### src/shared/bpcfg_defines.svh
// constants of the bus port configuration register block
// assumes inclusion by bare name from the package and the design files
`ifndef BPCFG_DEFINES_SVH
`define BPCFG_DEFINES_SVH

// access decode: alternate space and virtual address
`define BPCFG_ASI_CFG 8'h4a
`define BPCFG_VA_CFG 64'h0000_0000_0000_0000

// reset values of response data and configuration source
`define BPCFG_RST_DATA 64'h0000_0000_0000_0000
`define BPCFG_RST_CFG 27'h000_0000

// field positions of the 64-bit word
`define BPCFG_RSV_HI_MSB 63
`define BPCFG_RSV_HI_LSB 62
`define BPCFG_WB_MSB 61
`define BPCFG_WB_LSB 59
`define BPCFG_WRI_MSB 58
`define BPCFG_WRI_LSB 57
`define BPCFG_INT_MSB 56
`define BPCFG_INT_LSB 55
`define BPCFG_RSV_MID_MSB 54
`define BPCFG_RSV_MID_LSB 46
`define BPCFG_UC_MSB 45
`define BPCFG_UC_LSB 43
`define BPCFG_RSV_LO_MSB 42
`define BPCFG_RSV_LO_LSB 41
`define BPCFG_AM_MSB 40
`define BPCFG_AM_LSB 39
`define BPCFG_MODULE_CAPABILITY_VALUE_MSB 38
`define BPCFG_MODULE_CAPABILITY_VALUE_LSB 35
`define BPCFG_RSV_BIT 34
`define BPCFG_CLK_MSB 33
`define BPCFG_CLK_LSB 30
`define BPCFG_Q1_MSB 29
`define BPCFG_Q1_LSB 27
`define BPCFG_Q0_MSB 26
`define BPCFG_Q0_LSB 23
`define BPCFG_SREQ_BIT 22
`define BPCFG_MID_MSB 21
`define BPCFG_MID_LSB 17
`define BPCFG_CAP_MSB 16
`define BPCFG_CAP_LSB 0

// source bits inside the port identification register
`define BPCFG_PID_CAP_MSB 32
`define BPCFG_PID_CAP_LSB 16
`define BPCFG_PID_SREQ_BIT 35

// decode figures
`define BPCFG_PA_WIDTH_NARROW 6'h29
`define BPCFG_PA_WIDTH_WIDE 6'h2b
`define BPCFG_CLK_MIN_CODE 4'h4

`endif

### src/shared/bpcfg_pkg.sv
// types of the bus port configuration register block
// assumes bpcfg_defines.svh is on the include path
`include "bpcfg_defines.svh"

package bpcfg_pkg;

   // settings presented by the system configuration source
   typedef struct packed {
      logic [2:0] writeback_limit;
      logic [1:0] write_invalidate_limit;
      logic [1:0] interrupt_limit;
      logic [2:0] second_level_cache_size;
      logic [1:0] address_width_select;
      logic [3:0] module_capability_value;
      logic [3:0] clock_ratio;
      logic [2:0] class1_queue;
      logic [3:0] class0_queue;
   } bpcfg_cfg_s;

   // one access from the core on the alternate space path
   typedef struct packed {
      logic valid;
      logic write;
      logic supervisor;
      logic [7:0] asi;
      logic [63:0] va;
   } bpcfg_req_s;

   // answer to an access that decoded to this register
   typedef struct packed {
      logic valid;
      logic priv_fault;
      logic [63:0] data;
   } bpcfg_rsp_s;

   // decoded limits for neighbouring logic
   typedef struct packed {
      logic [3:0] writeback_max;
      logic [3:0] interrupt_max;
      logic [4:0] class1_depth;
      logic [4:0] class0_depth;
      logic [5:0] pa_width;
      logic [3:0] clock_ratio;
      logic reserved_code;
   } bpcfg_dec_s;

endpackage : bpcfg_pkg

### src/bpcfg_sync.sv
// two-flop level synchroniser for pins and straps
// assumes inputs are quasi-static levels from outside the clock domain
`timescale 1ns/1ps
`default_nettype none

module bpcfg_sync #(
   parameter int W = 1
) (
   // clock and reset
   input wire logic clk,
   input wire logic srst,
   // asynchronous level in, synchronised level out
   input wire logic [W-1:0] d,
   output logic [W-1:0] q
);

   logic [W-1:0] meta_r; // first stage, read only by second stage
   logic [W-1:0] meta_nxt;
   logic [W-1:0] q_r;
   logic [W-1:0] q_nxt;

   // next values: plain shift through two stages
   always_comb begin
      meta_nxt = d;
      q_nxt = meta_r;
      if (srst) begin
         meta_nxt = '0;
         q_nxt = '0;
      end
   end

   // registers only
   always_ff @(posedge clk) begin
      meta_r <= meta_nxt;
      q_r <= q_nxt;
   end

   assign q = q_r;

endmodule : bpcfg_sync

`default_nettype wire

### src/bpcfg_reg.sv
// bus port configuration register, read over the alternate space path
// assumes one core access port on clk, pins and straps from outside,
// and the port identification register as logic on the same clock
//
// Summary of operation
// - only alternate space 4a, address 0, core path
// - supervisor reads only; writes change nothing
// - bits 16:0 and 22 mirror port id
// - bits 21:17 from module identifier pins
// - reserved ranges read as zero
// - writeback limit code 61:59, 1/2/4/8
// - write-invalidate limit code in 58:57
// - interrupt limit code 56:55, 1 or 8
// - address width 40:39, 41 or 43 bits
// - capability value 38:35 from system source
// - clock ratio 33:30, codes 4..15
// - class 1 queue depth in 29:27
// - class 0 queue depth in 26:23
// - bits 16:0 composite of four copied fields
`timescale 1ns/1ps
`default_nettype none
`include "bpcfg_defines.svh"

module bpcfg_reg (
   // clock and reset
   input wire logic clk,
   input wire logic srst,
   // core access path
   input wire bpcfg_pkg::bpcfg_req_s req,
   output bpcfg_pkg::bpcfg_rsp_s rsp,
   // external pins and straps, asynchronous
   input wire logic [4:0] master_identifier_pins,
   input wire bpcfg_pkg::bpcfg_cfg_s system_config_source,
   // port identification register, same clock
   input wire logic [63:0] port_identification_register,
   // decoded limits for neighbouring logic
   output bpcfg_pkg::bpcfg_dec_s dec
);

   // ------------------------------------------------------------
   // decode functions
   // ------------------------------------------------------------

   // writeback limit: codes above 3 saturate at 8
   function automatic logic [3:0] wb_count(input logic [2:0] code);
      logic [3:0] n;
      n = 4'h8;
      case (code)
         3'h0: n = 4'h1;
         3'h1: n = 4'h2;
         3'h2: n = 4'h4;
         default: n = 4'h8; // 3 and the discouraged codes
      endcase
      return n;
   endfunction : wb_count

   // interrupt packet limit: anything but zero means 8
   function automatic logic [3:0] int_count(input logic [1:0] code);
      logic [3:0] n;
      n = (code == 2'h0) ? 4'h1 : 4'h8;
      return n;
   endfunction : int_count

   // class 1 queue: 0..2 give 1, 3..6 give 4, 7 gives 8
   function automatic logic [4:0] q1_depth(input logic [2:0] code);
      logic [4:0] n;
      n = 5'h01;
      if (code == 3'h7) begin
         n = 5'h08;
      end else if (code >= 3'h3) begin
         n = 5'h04;
      end
      return n;
   endfunction : q1_depth

   // class 0 queue: 0..2 give 1, 3..14 give 4, 15 gives 16
   function automatic logic [4:0] q0_depth(input logic [3:0] code);
      logic [4:0] n;
      n = 5'h01;
      if (code == 4'hf) begin
         n = 5'h10;
      end else if (code >= 4'h3) begin
         n = 5'h04;
      end
      return n;
   endfunction : q0_depth

   // physical address width; reserved codes give zero
   function automatic logic [5:0] pa_bits(input logic [1:0] code);
      logic [5:0] n;
      n = 6'h00;
      case (code)
         2'h0: n = `BPCFG_PA_WIDTH_NARROW;
         2'h1: n = `BPCFG_PA_WIDTH_WIDE;
         default: n = 6'h00; // reserved
      endcase
      return n;
   endfunction : pa_bits

   // ------------------------------------------------------------
   // pin and strap synchronisers
   // ------------------------------------------------------------

   logic [4:0] mid_s; // module identifier, synchronised
   logic [26:0] cfg_raw_s; // config source, synchronised
   bpcfg_pkg::bpcfg_cfg_s cfg_s; // same, typed view

   // identifier pins come from the board, two flops first
   bpcfg_sync #(.W(5)) u_mid_sync (
      .clk(clk),
      .srst(srst),
      .d(master_identifier_pins),
      .q(mid_s)
   );

   // straps are static in practice but still cross a domain
   bpcfg_sync #(.W(27)) u_cfg_sync (
      .clk(clk),
      .srst(srst),
      .d(system_config_source),
      .q(cfg_raw_s)
   );

   assign cfg_s = bpcfg_pkg::bpcfg_cfg_s'(cfg_raw_s);

   // ------------------------------------------------------------
   // word assembly
   // ------------------------------------------------------------

   logic [63:0] word; // live register image

   // port id bits from this cycle's input; pin and strap fields two cycles late through the synchronisers
   always_comb begin
      word = `BPCFG_RST_DATA; // reserved bits stay zero
      word[`BPCFG_WB_MSB:`BPCFG_WB_LSB] = cfg_s.writeback_limit;
      word[`BPCFG_WRI_MSB:`BPCFG_WRI_LSB] =
         cfg_s.write_invalidate_limit;
      word[`BPCFG_INT_MSB:`BPCFG_INT_LSB] = cfg_s.interrupt_limit;
      word[`BPCFG_UC_MSB:`BPCFG_UC_LSB] = cfg_s.second_level_cache_size;
      word[`BPCFG_AM_MSB:`BPCFG_AM_LSB] = cfg_s.address_width_select;
      word[`BPCFG_MODULE_CAPABILITY_VALUE_MSB:`BPCFG_MODULE_CAPABILITY_VALUE_LSB] =
         cfg_s.module_capability_value;
      word[`BPCFG_CLK_MSB:`BPCFG_CLK_LSB] = cfg_s.clock_ratio;
      word[`BPCFG_Q1_MSB:`BPCFG_Q1_LSB] = cfg_s.class1_queue;
      word[`BPCFG_Q0_MSB:`BPCFG_Q0_LSB] = cfg_s.class0_queue;
      // slave request size copy
      word[`BPCFG_SREQ_BIT] =
         port_identification_register[`BPCFG_PID_SREQ_BIT];
      word[`BPCFG_MID_MSB:`BPCFG_MID_LSB] = mid_s;
      // interrupt, write data and request queue sizes plus
      // capability flags, copied as one 17-bit slice
      word[`BPCFG_CAP_MSB:`BPCFG_CAP_LSB] =
         port_identification_register[`BPCFG_PID_CAP_MSB:
                                      `BPCFG_PID_CAP_LSB];
      // explicit zeroing keeps the reserved holes obvious
      word[`BPCFG_RSV_HI_MSB:`BPCFG_RSV_HI_LSB] = 2'h0;
      word[`BPCFG_RSV_MID_MSB:`BPCFG_RSV_MID_LSB] = 9'h000;
      word[`BPCFG_RSV_LO_MSB:`BPCFG_RSV_LO_LSB] = 2'h0;
      word[`BPCFG_RSV_BIT] = 1'b0;
   end

   // ------------------------------------------------------------
   // access decode and response
   // ------------------------------------------------------------

   logic hit; // access addresses this register
   bpcfg_pkg::bpcfg_rsp_s rsp_r;
   bpcfg_pkg::bpcfg_rsp_s rsp_nxt;

   // only the core's alternate space path reaches us; there is
   // no slave-bus port, so a system bus read can never see it
   assign hit = req.valid && (req.asi == `BPCFG_ASI_CFG) &&
                (req.va == `BPCFG_VA_CFG);

   // next response: one cycle after the access
   always_comb begin
      rsp_nxt.valid = 1'b0;
      rsp_nxt.priv_fault = 1'b0;
      rsp_nxt.data = `BPCFG_RST_DATA;
      if (srst) begin
         // response held quiet through reset
         rsp_nxt.valid = 1'b0;
      end else if (hit) begin
         rsp_nxt.valid = 1'b1;
         if (req.write) begin
            // write acknowledged, nothing stored
            rsp_nxt.data = `BPCFG_RST_DATA;
         end else if (!req.supervisor) begin
            // user-mode read is refused, data withheld
            rsp_nxt.priv_fault = 1'b1;
         end else begin
            // whole word from one sample, never torn
            rsp_nxt.data = word;
         end
      end
   end

   // response registers
   always_ff @(posedge clk) begin
      rsp_r <= rsp_nxt;
   end

   assign rsp = rsp_r;

   // ------------------------------------------------------------
   // decoded limits
   // ------------------------------------------------------------

   bpcfg_pkg::bpcfg_dec_s dec_r;
   bpcfg_pkg::bpcfg_dec_s dec_nxt;

   // decoded every cycle so neighbours never wait on a read;
   // costs a few flops, saves a decode in every consumer
   always_comb begin
      dec_nxt.writeback_max = wb_count(cfg_s.writeback_limit);
      dec_nxt.interrupt_max = int_count(cfg_s.interrupt_limit);
      dec_nxt.class1_depth = q1_depth(cfg_s.class1_queue);
      dec_nxt.class0_depth = q0_depth(cfg_s.class0_queue);
      dec_nxt.pa_width = pa_bits(cfg_s.address_width_select);
      dec_nxt.clock_ratio = cfg_s.clock_ratio;
      // reserved address mode or ratio below 4:1 is flagged
      dec_nxt.reserved_code =
         (cfg_s.address_width_select[1] == 1'b1) ||
         (cfg_s.clock_ratio < `BPCFG_CLK_MIN_CODE);
      if (srst) begin
         dec_nxt = bpcfg_pkg::bpcfg_dec_s'('0);
      end
   end

   // decoded registers
   always_ff @(posedge clk) begin
      dec_r <= dec_nxt;
   end

   assign dec = dec_r;

endmodule : bpcfg_reg

`default_nettype wire

### config.mk
export PLATFORM = sky130hd
export DESIGN_NAME = bpcfg_reg
export DESIGN_NICKNAME = d
export VERILOG_FILES = /design/src/shared/bpcfg_pkg.sv /design/src/bpcfg_sync.sv /design/src/bpcfg_reg.sv
export VERILOG_INCLUDE_DIRS = /design/src /design/src/shared
export SDC_FILE = /design/constraint.sdc
export NUM_CORES = 1
export LEC_CHECK = 0
export BUFFER_PORTS_ARGS = -buffer_cell sky130_fd_sc_hd__buf_2
export CAP_MARGIN = 20
export CORE_MARGIN = 8
export CORE_UTILIZATION = 42
export DETAILED_ROUTE_END_ITERATION = 10
export GPL_TIMING_DRIVEN = 0
export PLACE_DENSITY = 0.82
export SYNTH_ARGS = -nofsm -noshare
export SYNTH_HDL_FRONTEND = slang
export SYNTH_SLANG_ARGS = --single-unit
### constraint.sdc
create_clock -name clk -period 1.9 [get_ports clk]
set_clock_uncertainty 0.15 [all_clocks]
set_input_delay 0.095 -clock clk [delete_from_list [all_inputs] [get_ports clk]]
set_output_delay 0.095 -clock clk [all_outputs]
set_load 0.05 [all_outputs]
==> impl_results.md <==
* CTS tree: built
* Sequential share of the synthesized area at between 60% and 70%
* Pre-CTS setup slack at -0.06263 ns
* Fin. Hold Viols at 1
* Synth cell types at 31
* Total GRT Usage at between 10% and 20%
* Skew-Pair Late Insertion Delay at 0.50 ns
* Num rows at 36
* Max cap viols at 0
* CP max stage cell: dlygate4sd3_1
* Port bufs at 199
* Count leader, synth: dfxtp_1
* Syn Area/Cell at 11.99 um^2
* Post-Syn Area at approximately 4300 um^2
* CP Max Fanout at 2
* Pwr/cell area at 981.8 nW/um^2
* Die Span X at roughly 120 um
* Final Cell Area at 6698 um^2
* Grt ovf at 0
* ANT nets after route at 0
* Outcome: finished, violations left
* Fmax at approximately 550 MHz
* Max Slew Vio Count at 0
* Post-synth top cells: dfxtp_1 (135), nor2b_1 (69), and4_1 (48)
* Placeable Area at roughly 10000 um^2
* Fin crit period at between 1.5 and 2 ns
* Routed WL at between 10000 and 15000 um
* Startpoint Class: input port
* Failing checks: negative hold slack
* I/O pins at about 270
* Vias per cell at around 4.5
* Synth-to-layout area growth at 57.30%
* Avg WL per Cell at roughly 16 um
* Die area at between 10000 and 15000 um^2
* Crit-path max cell delay at 0.56 ns
* Root Buffer: clkbuf_8
* Layout cell share with drive strength beyond 1 at ~42%
* Post-synth EDFFs at 0
* Tot Pwr at approximately 6.6 mW
* Largest net degree at the start of global routing at 17
* H-tree depth at 4
* Routability cong. at about 0.8
* Normalized max-slew margin at about three fifths
* Maximum root-to-sink buffer count at 2
* TritonRoute pass-1 iters at 4
* Initial drt markers at 213
* Post-DP Area at 5499 um^2
* Count of final setup violators at 0
* Worst-Margin Slew at around 0.6 ns
* Post-cts resize count at 0
* Top cells by area, synth: dfxtp_1 (63%), nor2b_1 (10%), and4_1 (9.9%), buf_4 (4.2%), nor4_1 (2.1%)
* HPWL Detailed at 9329 um
* Initial Util at a little over two fifths
* Post-synth top area cell: dfxtp_1
* Routed vias at approximately 3600
* Hold WS at -0.004832 ns
* Synth warn at 0
* Initial antenna violation count at 0
* Final Worst Setup Slack at 0.08195 ns
* #FFs+latches synth at 135
* Ys async rst share at 0%
* Crit path required time at 2.13 ns
* Clock slew at reported path FFs at 0.06 ns
* Final Cycle Share at a little over nine tenths
* Top-area cell type share of the netlist area at 63.47%
* Num CTS Buffers at 17
* Post-Syn Instances at 355
* Leakage at roughly 3.2 nW
* Crit Path Category: in2reg
* Crit path DAT at 2.05 ns
* Worst Hold Class: in2reg
* Die Y at roughly 120 um
* Peak supply drop at roughly 0.61 mV
* Vias in the first global route at 3814
* CP delay by family, top: buffers and inverters
* Remaining DRCs at 0
* Critical path cell sequence: buf_2 > dlygate4sd3_1 > nor2_1 > dlygate4sd3_1 > and3_1 > dlygate4sd3_1
* # diodes at 0
* First-pass GRT wire length at between 15000 and 20000 um
* Final Net Count at 831
* Clk sink count at roughly 140
* Worst Path Buf+Inv at 4
* Most used flip-flop cell after synthesis: dfxtp_1
* Critical Path End Type: flop
* CP dominant cell by count: dlygate4sd3_1
* RSZ-0062 raised after global routing: false
## worst reg2reg max path: stages, from the launching register on
cell	delay (ns)
dfxtp_1	0.37
nand2_1	0.10
xor2_1	0.17
nor2_1	0.06
## final timing paths
path / startpoint / endpoint / slack, ns / depth (start not counted)
max: req[73] / rsp[64]$_SDFF_PP0_ / 0.08 / 6
min: srst / u_cfg_sync.q[26]$_SDFF_PP0_ / -0.005 / 3
max reg2reg: u_cfg_sync.q[5]$_SDFF_PP0_ / dec[18]$_SDFF_PP0_ / 0.92 / 3
min reg2reg: u_mid_sync.meta_r[4]$_SDFF_PP0_ / u_mid_sync.q[4]$_SDFF_PP0_ / 0.28 / 1
## power by group
part / internal [mW] / switching, mW
Combinational: 0.264 / 0.311
Sequential: 2.91 / 0.0267
Clock: 1.69 / 1.38
Total: 4.86 / 1.72
## stage by stage
stage	util, %	TNS (ns)	cells
after floorplan	-	0	376
after global placement	56.00	-0.3599	708
after detailed placement	56.00	-1.516	708
after CTS	67.75	0	798
after global routing	68.21	0	804
final	68.21	0	804
## sequential cells by signal, indices dropped and copies added, names as in the netlist
| name | cells |
|---|---|
| u_mid_sync.meta_r | 5 |
| dec | 19 |
| rsp | 52 |
| u_cfg_sync.q | 27 |
| u_mid_sync.q | 5 |
| u_cfg_sync.meta_r | 27 |
## kinds of logic after synthesis
logic type      synth area share, %
buf+inv                       7.376
other cells                 0.08807
mux                          0.2351
xor+xnor                     0.2057
flops                         63.47
compound gates               0.4702
simple gates                  28.15
## timing repair
action | CTS | global route
hold endpoints to repair | 58 | 0
hold buffers | 58 | 0
endpoints found under the setup margin | 0 | 4
setup buffers | 0 | 6
## placed cells by master, fill, tap and decap left out, types with 5 or more instances in the layout
cell             n
buf_4           30
dfxtp_1        135
nor4_1          14
conb_1          22
dlygate4sd3_1   58
clkbuf_1        12
nor2_1          10
and4_1          48
nor2b_1         69
buf_6            5
clkbuf_16       16
inv_6            5
buf_2          201
## area by class of cell
type	instances	area, um^2
Buffer	48	314.1
Clock buffer	17	414.1
Clock inverter	15	158.9
Fill cell	741	3122
Multi-Input combinational cell	193	1320
Sequential cell	135	2703
Tap cell	133	166.4
Timing Repair Buffer	263	1622
## per-layer routing
layer / up-vias / part of all wire [%] / global-route usage (%)
met3: 20 / 9.1 / 6.825
met1: 1630 / 40 / 19.95
li1: 1787 / - / -
met2: 155 / 49 / 32.29
met4: 0 / 2.1 / 7.167
met5: - / 0 / 0
Power figures use the tool's default switching activity.
